--- src/gpio_port_consts.vh ---
// Constants for the eight-pin I/O port with PWM hand-over.
// Assumes inclusion by bare name from gpio_port and the testbench; the synchroniser and the mux do not include it.
`ifndef GPIO_PORT_CONSTS_VH
`define GPIO_PORT_CONSTS_VH

// ****************************************************************
// Register map (byte addresses on the register bus)
// ****************************************************************
`define OFS_PORT_DIRECTION      8'h00
`define OFS_PORT_OUTPUT_DATA    8'h04
`define OFS_PORT_PULLUP_ENABLE  8'h08

// ****************************************************************
// Reset values and field layout
// ****************************************************************
`define RST_PORT_DIRECTION      8'h00
`define RST_PORT_OUTPUT_DATA    8'h00
`define RST_PORT_PULLUP_ENABLE  8'h00
`define PORT_FIELD_MSB          7
`define PORT_FIELD_LSB          0
`define READ_PAD_ZERO           24'h000000

// ****************************************************************
// Decode results and bus response codes
// ****************************************************************
`define SEL_NONE                2'h0
`define SEL_DIRECTION           2'h1
`define SEL_OUTPUT_DATA         2'h2
`define SEL_PULLUP_ENABLE       2'h3
`define RESP_OKAY               2'h0
`define RESP_SLVERR             2'h2

`endif

--- src/pin_sync.v ---
// Two-flop synchroniser for a group of asynchronous levels.
// Assumes the levels change slowly against aclk; no bus coherence is promised.
`timescale 1ns/1ps
`default_nettype none
module pin_sync #(
  parameter WIDTH = 9
) (
  // Clock and reset
  input  wire             aclk,
  input  wire             aresetn,
  // Levels
  input  wire [WIDTH-1:0] async_in,
  output wire [WIDTH-1:0] sync_out
);

  reg [WIDTH-1:0] meta_reg;
  reg [WIDTH-1:0] stable_reg;

  // First stage is read only by the second stage
  always @(posedge aclk)
  begin
    if (!aresetn)
    begin
      meta_reg   <= {WIDTH{1'b0}};
      stable_reg <= {WIDTH{1'b0}};
    end
    else
    begin
      meta_reg   <= async_in;
      stable_reg <= meta_reg;
    end
  end

  assign sync_out = stable_reg;

endmodule
`default_nettype wire

--- src/pin_mux.v ---
// Per-pin function selection and pull-up gating for the eight-pin port.
// Assumes all inputs are on aclk; purely combinational.
`timescale 1ns/1ps
`default_nettype none
module pin_mux #(
  parameter WIDTH = 8
) (
  // Register state
  input  wire [WIDTH-1:0] direction,
  input  wire [WIDTH-1:0] output_data,
  input  wire [WIDTH-1:0] pullup_enable,
  // PWM unit
  input  wire [WIDTH-1:0] pwm_channel_output_enable,
  input  wire [WIDTH-1:0] pwm_channel_outputs,
  // Conditions
  input  wire             pullup_block,
  input  wire [WIDTH-1:0] port_pins_level,
  // Results
  output reg  [WIDTH-1:0] pin_out_next,
  output reg  [WIDTH-1:0] pin_oe_next,
  output reg  [WIDTH-1:0] pullup_next,
  output reg  [WIDTH-1:0] port_read_value
);

  integer i;

  always @*
  begin
    pin_out_next    = {WIDTH{1'b0}};
    pin_oe_next     = {WIDTH{1'b0}};
    pullup_next     = {WIDTH{1'b0}};
    port_read_value = {WIDTH{1'b0}};
    for (i = 0; i < WIDTH; i = i + 1)
    begin
      pin_oe_next[i] = direction[i];
      if (direction[i] && pwm_channel_output_enable[i])
        pin_out_next[i] = pwm_channel_outputs[i];
      else if (direction[i])
        pin_out_next[i] = output_data[i];
      // Output pins read back the latch, not the pad, so a loaded pin reads as written
      port_read_value[i] = direction[i] ? output_data[i] : port_pins_level[i];
      pullup_next[i] = !pullup_block && !direction[i] && pullup_enable[i];
    end
  end

endmodule
`default_nettype wire

--- src/gpio_port.v ---
// Eight-pin general I/O port with per-pin PWM hand-over, AXI4-Lite register slave.
// Assumes pins and the hardware standby pin are asynchronous to aclk;
// PWM enables, PWM outputs and software standby come from aclk logic.
//
// The implementer's own choices: register access over AXI4-Lite and the register addresses.
`timescale 1ns/1ps
`include "gpio_port_consts.vh"
`default_nettype none
module gpio_port #(
  parameter ADDR_W = 8,
  parameter WIDTH  = 8
) (
  // Clock and reset
  input  wire              aclk,
  input  wire              aresetn,
  // AXI4-Lite write address
  input  wire [ADDR_W-1:0] awaddr,
  input  wire [2:0]        awprot,
  input  wire              awvalid,
  output wire              awready,
  // AXI4-Lite write data
  input  wire [31:0]       wdata,
  input  wire [3:0]        wstrb,
  input  wire              wvalid,
  output wire              wready,
  // AXI4-Lite write response
  output wire [1:0]        bresp,
  output wire              bvalid,
  input  wire              bready,
  // AXI4-Lite read address
  input  wire [ADDR_W-1:0] araddr,
  input  wire [2:0]        arprot,
  input  wire              arvalid,
  output wire              arready,
  // AXI4-Lite read data
  output wire [31:0]       rdata,
  output wire [1:0]        rresp,
  output wire              rvalid,
  input  wire              rready,
  // Port pins
  input  wire [WIDTH-1:0]  port_pins_in,
  output wire [WIDTH-1:0]  port_pins_out,
  output wire [WIDTH-1:0]  port_pins_oe,
  output wire [WIDTH-1:0]  port_pins_pullup,
  // PWM unit
  input  wire [WIDTH-1:0]  pwm_channel_output_enable,
  input  wire [WIDTH-1:0]  pwm_channel_outputs,
  // Power state
  input  wire              hw_standby,
  input  wire              sw_standby
);

  // ****************************************************************
  // Address decode
  // ****************************************************************

  // Shared by the write and read paths; low two bits are ignored
  function [1:0] reg_select;
    input [ADDR_W-1:0] addr;
    begin
      if ({addr[ADDR_W-1:2], 2'b00} == `OFS_PORT_DIRECTION)
        reg_select = `SEL_DIRECTION;
      else if ({addr[ADDR_W-1:2], 2'b00} == `OFS_PORT_OUTPUT_DATA)
        reg_select = `SEL_OUTPUT_DATA;
      else if ({addr[ADDR_W-1:2], 2'b00} == `OFS_PORT_PULLUP_ENABLE)
        reg_select = `SEL_PULLUP_ENABLE;
      else
        reg_select = `SEL_NONE;
    end
  endfunction

  // ****************************************************************
  // Declarations
  // ****************************************************************
  reg  [WIDTH-1:0]  port_direction_reg;
  reg  [WIDTH-1:0]  port_output_data_reg;
  reg  [WIDTH-1:0]  port_pullup_enable_reg;
  reg  [WIDTH-1:0]  pin_out_reg;
  reg  [WIDTH-1:0]  pin_oe_reg;
  reg  [WIDTH-1:0]  pullup_reg;

  reg               aw_held_reg;
  reg  [ADDR_W-1:0] aw_addr_reg;
  reg               w_held_reg;
  reg  [31:0]       w_data_reg;
  reg  [3:0]        w_strb_reg;
  reg               bvalid_reg;
  reg  [1:0]        bresp_reg;
  reg               rvalid_reg;
  reg  [1:0]        rresp_reg;
  reg  [31:0]       rdata_reg;

  wire [WIDTH:0]    sync_levels;
  wire [WIDTH-1:0]  pins_level;
  wire              hw_standby_sync;
  wire [WIDTH-1:0]  pin_out_next;
  wire [WIDTH-1:0]  pin_oe_next;
  wire [WIDTH-1:0]  pullup_next;
  wire [WIDTH-1:0]  port_read_value;
  wire              pullup_block;

  wire              aw_take;
  wire              w_take;
  wire              have_aw;
  wire              have_w;
  wire [ADDR_W-1:0] wr_addr;
  wire [31:0]       wr_data;
  wire [3:0]        wr_strb;
  wire              wr_fire;
  wire [1:0]        wr_sel;
  wire              ar_take;
  wire [1:0]        rd_sel;

  // ****************************************************************
  // Pin and standby synchronisation
  // ****************************************************************
  pin_sync #(
    .WIDTH    (WIDTH + 1)
  ) u_pin_sync (
    .aclk     (aclk),
    .aresetn  (aresetn),
    .async_in ({hw_standby, port_pins_in}),
    .sync_out (sync_levels)
  );

  assign pins_level      = sync_levels[WIDTH-1:0];
  assign hw_standby_sync = sync_levels[WIDTH];

  // Software standby keeps pull-ups under register control, so it does not block them
  assign pullup_block = hw_standby_sync;

  // ****************************************************************
  // Pin function
  // ****************************************************************
  pin_mux #(
    .WIDTH                     (WIDTH)
  ) u_pin_mux (
    .direction                 (port_direction_reg),
    .output_data               (port_output_data_reg),
    .pullup_enable             (port_pullup_enable_reg),
    .pwm_channel_output_enable (pwm_channel_output_enable),
    .pwm_channel_outputs       (pwm_channel_outputs),
    .pullup_block              (pullup_block),
    .port_pins_level           (pins_level),
    .pin_out_next              (pin_out_next),
    .pin_oe_next               (pin_oe_next),
    .pullup_next               (pullup_next),
    .port_read_value           (port_read_value)
  );

  // Pin drive is registered; PWM edges reach the pad one aclk late
  always @(posedge aclk)
  begin
    if (!aresetn)
    begin
      pin_out_reg <= {WIDTH{1'b0}};
      pin_oe_reg  <= {WIDTH{1'b0}};
      pullup_reg  <= {WIDTH{1'b0}};
    end
    else
    begin
      pin_out_reg <= pin_out_next;
      pin_oe_reg  <= pin_oe_next;
      pullup_reg  <= pullup_next;
    end
  end

  assign port_pins_out    = pin_out_reg;
  assign port_pins_oe     = pin_oe_reg;
  // Gated by reset too, so pull-ups are off from the first reset cycle
  assign port_pins_pullup = pullup_reg & {WIDTH{aresetn}};

  // ****************************************************************
  // Write channel
  // ****************************************************************

  // Address and data are taken in either order; a new pair waits for the response
  assign awready = !aw_held_reg && !bvalid_reg;
  assign wready  = !w_held_reg && !bvalid_reg;
  assign aw_take = awvalid && awready;
  assign w_take  = wvalid && wready;
  assign have_aw = aw_held_reg || aw_take;
  assign have_w  = w_held_reg || w_take;
  assign wr_fire = have_aw && have_w && !bvalid_reg;
  assign wr_addr = aw_held_reg ? aw_addr_reg : awaddr;
  assign wr_data = w_held_reg ? w_data_reg : wdata;
  assign wr_strb = w_held_reg ? w_strb_reg : wstrb;
  assign wr_sel  = reg_select(wr_addr);

  always @(posedge aclk)
  begin
    if (!aresetn)
    begin
      aw_held_reg <= 1'b0;
      aw_addr_reg <= {ADDR_W{1'b0}};
      w_held_reg  <= 1'b0;
      w_data_reg  <= 32'h00000000;
      w_strb_reg  <= 4'h0;
      bvalid_reg  <= 1'b0;
      bresp_reg   <= `RESP_OKAY;
    end
    else
    begin
      if (wr_fire)
      begin
        aw_held_reg <= 1'b0;
        w_held_reg  <= 1'b0;
        bvalid_reg  <= 1'b1;
        bresp_reg   <= (wr_sel == `SEL_NONE) ? `RESP_SLVERR : `RESP_OKAY;
      end
      else
      begin
        if (aw_take)
        begin
          aw_held_reg <= 1'b1;
          aw_addr_reg <= awaddr;
        end
        if (w_take)
        begin
          w_held_reg <= 1'b1;
          w_data_reg <= wdata;
          w_strb_reg <= wstrb;
        end
        if (bvalid_reg && bready)
          bvalid_reg <= 1'b0;
      end
    end
  end

  assign bvalid = bvalid_reg;
  assign bresp  = bresp_reg;

  // ****************************************************************
  // Port registers
  // ****************************************************************

  // Only byte lane 0 carries register bits; other lanes are ignored
  always @(posedge aclk)
  begin
    if (!aresetn)
    begin
      port_direction_reg     <= `RST_PORT_DIRECTION;
      port_output_data_reg   <= `RST_PORT_OUTPUT_DATA;
      port_pullup_enable_reg <= `RST_PORT_PULLUP_ENABLE;
    end
    else if (wr_fire && wr_strb[0])
    begin
      case (wr_sel)
        `SEL_DIRECTION:
          port_direction_reg <= wr_data[`PORT_FIELD_MSB:`PORT_FIELD_LSB];
        `SEL_OUTPUT_DATA:
          port_output_data_reg <= wr_data[`PORT_FIELD_MSB:`PORT_FIELD_LSB];
        `SEL_PULLUP_ENABLE:
          port_pullup_enable_reg <= wr_data[`PORT_FIELD_MSB:`PORT_FIELD_LSB];
        default:
          port_direction_reg <= port_direction_reg;
      endcase
    end
  end

  // ****************************************************************
  // Read channel
  // ****************************************************************
  assign arready = !rvalid_reg;
  assign ar_take = arvalid && arready;
  assign rd_sel  = reg_select(araddr);

  // Direction is write-only and reads as zero; the data offset returns the port view
  always @(posedge aclk)
  begin
    if (!aresetn)
    begin
      rvalid_reg <= 1'b0;
      rresp_reg  <= `RESP_OKAY;
      rdata_reg  <= 32'h00000000;
    end
    else if (ar_take)
    begin
      rvalid_reg <= 1'b1;
      case (rd_sel)
        `SEL_DIRECTION:
        begin
          rresp_reg <= `RESP_OKAY;
          rdata_reg <= 32'h00000000;
        end
        `SEL_OUTPUT_DATA:
        begin
          rresp_reg <= `RESP_OKAY;
          rdata_reg <= {`READ_PAD_ZERO, port_read_value};
        end
        `SEL_PULLUP_ENABLE:
        begin
          rresp_reg <= `RESP_OKAY;
          rdata_reg <= {`READ_PAD_ZERO, port_pullup_enable_reg};
        end
        default:
        begin
          rresp_reg <= `RESP_SLVERR;
          rdata_reg <= 32'h00000000;
        end
      endcase
    end
    else if (rvalid_reg && rready)
      rvalid_reg <= 1'b0;
  end

  assign rvalid = rvalid_reg;
  assign rresp  = rresp_reg;
  assign rdata  = rdata_reg;

endmodule
`default_nettype wire

--- config.mk ---
export PLATFORM = sky130hd
export DESIGN_NAME = gpio_port
export DESIGN_NICKNAME = d
export VERILOG_FILES = /design/src/pin_sync.v /design/src/pin_mux.v /design/src/gpio_port.v
export VERILOG_INCLUDE_DIRS = /design/src
export SDC_FILE = /design/constraint.sdc
export NUM_CORES = 1
export LEC_CHECK = 0
export ABC_AREA = 1
export ABC_CLOCK_PERIOD_IN_PS = 1900
export BUFFER_PORTS_ARGS = -buffer_cell sky130_fd_sc_hd__buf_2
export CORE_ASPECT_RATIO = 2
export CORE_UTILIZATION = 49
export CTS_CLUSTER_SIZE = 40
export DETAILED_ROUTE_END_ITERATION = 12
export PLACE_DENSITY = 0.82
export SLEW_MARGIN = 20
export SYNTH_ARGS = -nofsm -noshare
export SYNTH_HDL_FRONTEND = slang
export SYNTH_SLANG_ARGS = --single-unit
--- constraint.sdc ---
create_clock -name aclk -period 1.9 [get_ports aclk]
set_clock_uncertainty 0.2 [all_clocks]
set_input_delay 0.38 -clock aclk [delete_from_list [all_inputs] [get_ports aclk]]
set_output_delay 0.38 -clock aclk [all_outputs]
set_load 0.02 [all_outputs]
# Word level (Yosys, flattened, before mapping)
# Cells that the tools add are included.
# classes
n_bitwise,3
reduce_logical,61
n_mux,40
n_eq_ne,10
# ops
op,n
$logic_and A1 B1 Y1,34
$mux W1,29
$mux W2,8
$mux W8,2
$pmux W8 S2,1
$logic_not A1 Y1,13
$eq A6 B1 Y1 const B,2
$eq A6 B2 Y1 const B,2
$logic_not A6 Y1,2
$reduce_and A2 Y1,5
$and A8 B8 Y8,1
$eq A2 B2 Y1 const B,4
$eq A2 B1 Y1 const B,2
$reduce_bool A2 Y1,2
$reduce_or A3 Y1,1
$logic_not A2 Y1,1
$logic_or A1 B1 Y1,2
$not A1 Y1,2
$reduce_or A2 Y1,1
# totals
in_bits,91
out_inout_bits,65
word_cells,132
regBits,123

# Depth between registers and ports, before layout
# logic_depth
word_depth,8
mapped_depth,10

# By module
# A second synthesis with hierarchy kept.
# hier_totals
cells_unflattened,600
hier_area_um2,4419.2
# by_module_without_submodules
mod,cells_each,area_each_um2,instances,seq_area_each_um2
gpio_port,471,3478.3,1,1541.5
pin_sync,56,529.3,1,360.3
pin_mux,73,411.6,1,0.0

# Worst setup path before layout
# Ideal clock, no wire load.
# synth_path
kind,register -> register
from,"register bvalid_reg, in the netlist bvalid"
to,register w_data_reg[6]
period_less_slack_ns,1.764
required_ns,1.583
arrival_time_ns,1.447
path_stages_with_launch,8
setup_slack_ns,0.136
setup_time_ns,0.117
path_buffers,1
cell_sequence,dfxtp_1 -> nor2_1 -> nand2_2 -> nor2_4 -> inv_2 -> buf_4 -> o21ai_1 -> a21oi_1
# synth_between
elab_chain_len,8
elab_cells_between_ends,11
cone_classes,1 x bitwise; 10 x reduce/logical
# synth_rtl
item,line_no,rtl
from (decl),gpio_port.v:87,reg bvalid_reg;
from (signal assigned),gpio_port.v:199,bvalid_reg <= 1'b0;
from (signal assigned),gpio_port.v:208,bvalid_reg <= 1'b1;
from (signal assigned),gpio_port.v:225,bvalid_reg <= 1'b0;
$logic_not A1 Y1 *,gpio_port.v:179,assign wready = !w_held_reg && !bvalid_reg;
$logic_and A1 B1 Y1 *,gpio_port.v:179,
net wready,gpio_port.v:25,"output wire wready,"
$logic_and A1 B1 Y1 *,gpio_port.v:181,assign w_take = wvalid && wready;
$logic_or A1 B1 Y1,gpio_port.v:183,assign have_w = w_held_reg || w_take;
$logic_and A1 B1 Y1 (2 in a row),gpio_port.v:184,assign wr_fire = have_aw && have_w && !bvalid_reg;
$not A1 Y1 (no line),-,
$reduce_and A2 Y1 (no line) *,-,
to (signal assigned),gpio_port.v:221,w_data_reg <= wdata;
to (decl),gpio_port.v:85,reg [31:0] w_data_reg;
# Mark *: on every way through the listed nets, which the timed path passes. The rest lies on a longest branch.
# A chain may end at the register's enable or synchronous reset.

# Final worst setup path
# layout_path
from,"register bvalid_reg, in the netlist bvalid"
to,output wready
# layout_between
elab_chain_len,2
# layout_rtl
item,line_no
$logic_not A1 Y1,gpio_port.v:179
$logic_and A1 B1 Y1,gpio_port.v:179
to (decl),gpio_port.v:25
# No other way between the ends.

==> out/qor.yml <==
worst_setup_path:
  critPathRequiredTime_ns: 1.32
  worstPathMaxFanout: 5
  cp-end-kind: "output port"
  cp-start-kind: "register"
  worstPathArrival_ns: 1.15
  crit_chain: "nor2_1 -> buf_2"
  cp_slowest_cell: "dfxtp_1"
  crit_type: "reg2out"
  crit_path_max_incr_delay_ns: 0.39
  crit_family: "flip-flops"
  path_buf_inv: 1
drt:
  drc: 0
  top_layer: "met4"
  wl_per_cell_um: 12.5
  drtIter0Drc: 161
  wl_met2_mm: 5.66
  dr_wl_met3_um: 399
  dr.pass1.iters: 4
  ant_nets: 0
  wl_met1_mm: 3.18
  vias_per_cell: 4.81
  dr_total_vias: 3712
  wirelength_mm: 9.61
clocking:
  post_cts_resize_count: 0
  cts_tree: "done"
  cts_hold_buffers: 0
  clk_pin_slew_ns: 0.07
  postCtsSetupBuffers: 0
  clkLatencyLatePin_ns: 0.34
  cts_buffers: 9
  cts_root_buffer: "clkbuf_16"
  clkSinkCount: 95
  clockBufferDepth: 2
  cts_max_level: 3
logic_synthesis:
  yosysWarnings: 0
  seq_area_frac_synth_pct: 45.8
  ys_ff_latch: 95
  synthCells: 579
  synth_area_sq_um: 4150
  ys_types: 28
  syn_avg_cell_area_sq_um: 7.17
sta:
  min_period_ns: 1.73
  holdWs_ns: 0.0315
  relSlewSlack_pct: 63.9
  post-route-period-util_pct: 90.8
  maxSlewViolCount: 0
  worst_pin_slew_ns: 0.536
  rsz0062_at_grt: "false"
  fin_tns_setup_ns: 0
  timing.fmax_mhz: 579
  hold_viol: 0
  timing.final.ws_setup_ns: 0.174
  setup_viol: 0
finish:
  final_cells: 771
  fillCellCount: 776
  antenna_cells: 0
  multi_input_area_sq_um: 1730
  seq_area_sq_um: 1900
  fin_area_sq_um: 4860
  layout.nets: 759
  final_layout_size_suffix_gt1_share_pct: 20.5
  area_growth_pct: 17.1
  finish.utilization_pct: 59.0
place:
  dp_cells: 755
  gp_congestion: 0.881
  io_buffers: 91
  placed_area_sq_um: 4570
  dp_hpwl_mm: 7.41
  pre_cts_slack_ns: 0.0644
global_routing:
  groute.usage.overall_pct: 23.0
  antenna_found_initial: 0
  grt_overflow: 0
  grt_max_degree: 46
  grt_pass1_vias: 3528
  grt_pass1_wl_mm: 15.2
power_and_ir_drop:
  p_leak_nw: 2.53
  power_mw: 4.51
  power_density_nw_per_um2: 929
  ir_worst_vdd_mv: 0.656
die:
  die-area_sq_um: 8860
  dieWidth_um: 67.1
  rows: 47
  ios: 156
  initial_core_util_pct: 50.4
  core-area_sq_um: 8230
  die_h_um: 132
hold_path:
  hp-class: "in2reg"
outcome:
  status: "finished clean"
flow_run:
  drv_cap: 0
-- placed cells by master (no fill, tap or decap), types with 2 or more instances in the layout --
cell	n
buf_2	91
nor3b_1	2
conb_1	26
nor2_2	2
nand2_1	161
inv_6	3
nor2_4	8
nand3_1	45
clkbuf_16	9
inv_1	78
nand2_4	2
nand2_2	3
o21ai_0	24
buf_4	6
inv_2	3
dfxtp_1	94
a21oi_1	32
clkinv_4	2
nor2_1	69
-- metal layers --
layer	vias up	global-route usage (%)
met5	-	0
met4	0	13.4
met3	27	5.19
met2	131	44.7
met1	1663	19.4
li1	1891	-
-- report_power, final --
group          total [mW]  internal [mW]  switching [mW]
clock                1.71          0.914           0.796
sequential           2.13           2.08          0.0555
combinational       0.668          0.204           0.464
total                4.51           3.20            1.32
-- area by class of cell --
type / count / area share (%)
Multi-Input combinational cell: 383 / 35.7
Sequential cell: 95 / 39.2
Clock buffer: 9 / 4.64
Timing Repair Buffer: 97 / 10.3
Clock inverter: 7 / 1.29
Inverter: 82 / 6.39
Tap cell: 98 / 2.52
-- cell families after synthesis --
group / count (synthesis) / share of synthesized area (%)
mux: 1 / 0.241
compound gates: 59 / 7.45
buf+inv: 126 / 14.6
flops: 95 / 45.8
other cells: 1 / 0.0904
simple gates: 297 / 31.8
-- cells in the mapped netlist --
library cell | n | area (sq um)
a21oi_1 | 32 | 160
a21oi_4 | 1 | 16.3
buf_1 | 3 | 11.3
buf_4 | 27 | 203
buf_6 | 4 | 45.0
clkbuf_1 | 10 | 37.5
conb_1 | 1 | 3.75
dfxtp_1 | 95 | 1900
inv_1 | 78 | 293
inv_2 | 3 | 11.3
inv_4 | 1 | 6.26
mux2i_1 | 1 | 10.0
nand2_1 | 161 | 604
nand2_2 | 3 | 18.8
nand2_4 | 2 | 22.5
nand2_8 | 1 | 20.0
nand3_1 | 45 | 225
nand3_4 | 1 | 17.5
nand4_1 | 1 | 6.26
nor2_1 | 69 | 259
nor2_2 | 2 | 12.5
nor2_4 | 8 | 90.1
nor2_8 | 1 | 20.0
nor3b_1 | 2 | 15.0
o21a_1 | 1 | 7.51
o21ai_0 | 24 | 120
o21ai_1 | 1 | 5.00
or2_2 | 1 | 6.26
-- worst reg2reg max path: stages (launching register included) --
cell and delay [ns]:
dfxtp_2 0.47, nand3_1 0.13, nand2_2 0.11, nand2_1 0.10, nor2_2 0.34, nand3_1 0.12
nand2_1 0.08, nor2_1 0.04
-- final timing paths --
| check | start | depth (start not counted) | slack, ns | to |
|---|---|---|---|---|
| setup / recovery | bvalid$_SDFFE_PN0P_ | 2 | 0.17 | wready |
| hold / removal | port_pins_in[1] | 3 | 0.03 | u_pin_sync.meta_reg[1]$_SDFF_PN0_ |
| setup reg to reg | aw_held_reg$_SDFFE_PP0P_ | 7 | 0.20 | port_output_data_reg[4]$_SDFFE_PN0P_ |
| hold reg to reg | u_pin_sync.meta_reg[0]$_SDFF_PN0_ | 2 | 0.22 | u_pin_sync.sync_out[0]$_SDFF_PN0_ |
Note: power is estimated with default switching activity, not from simulation.
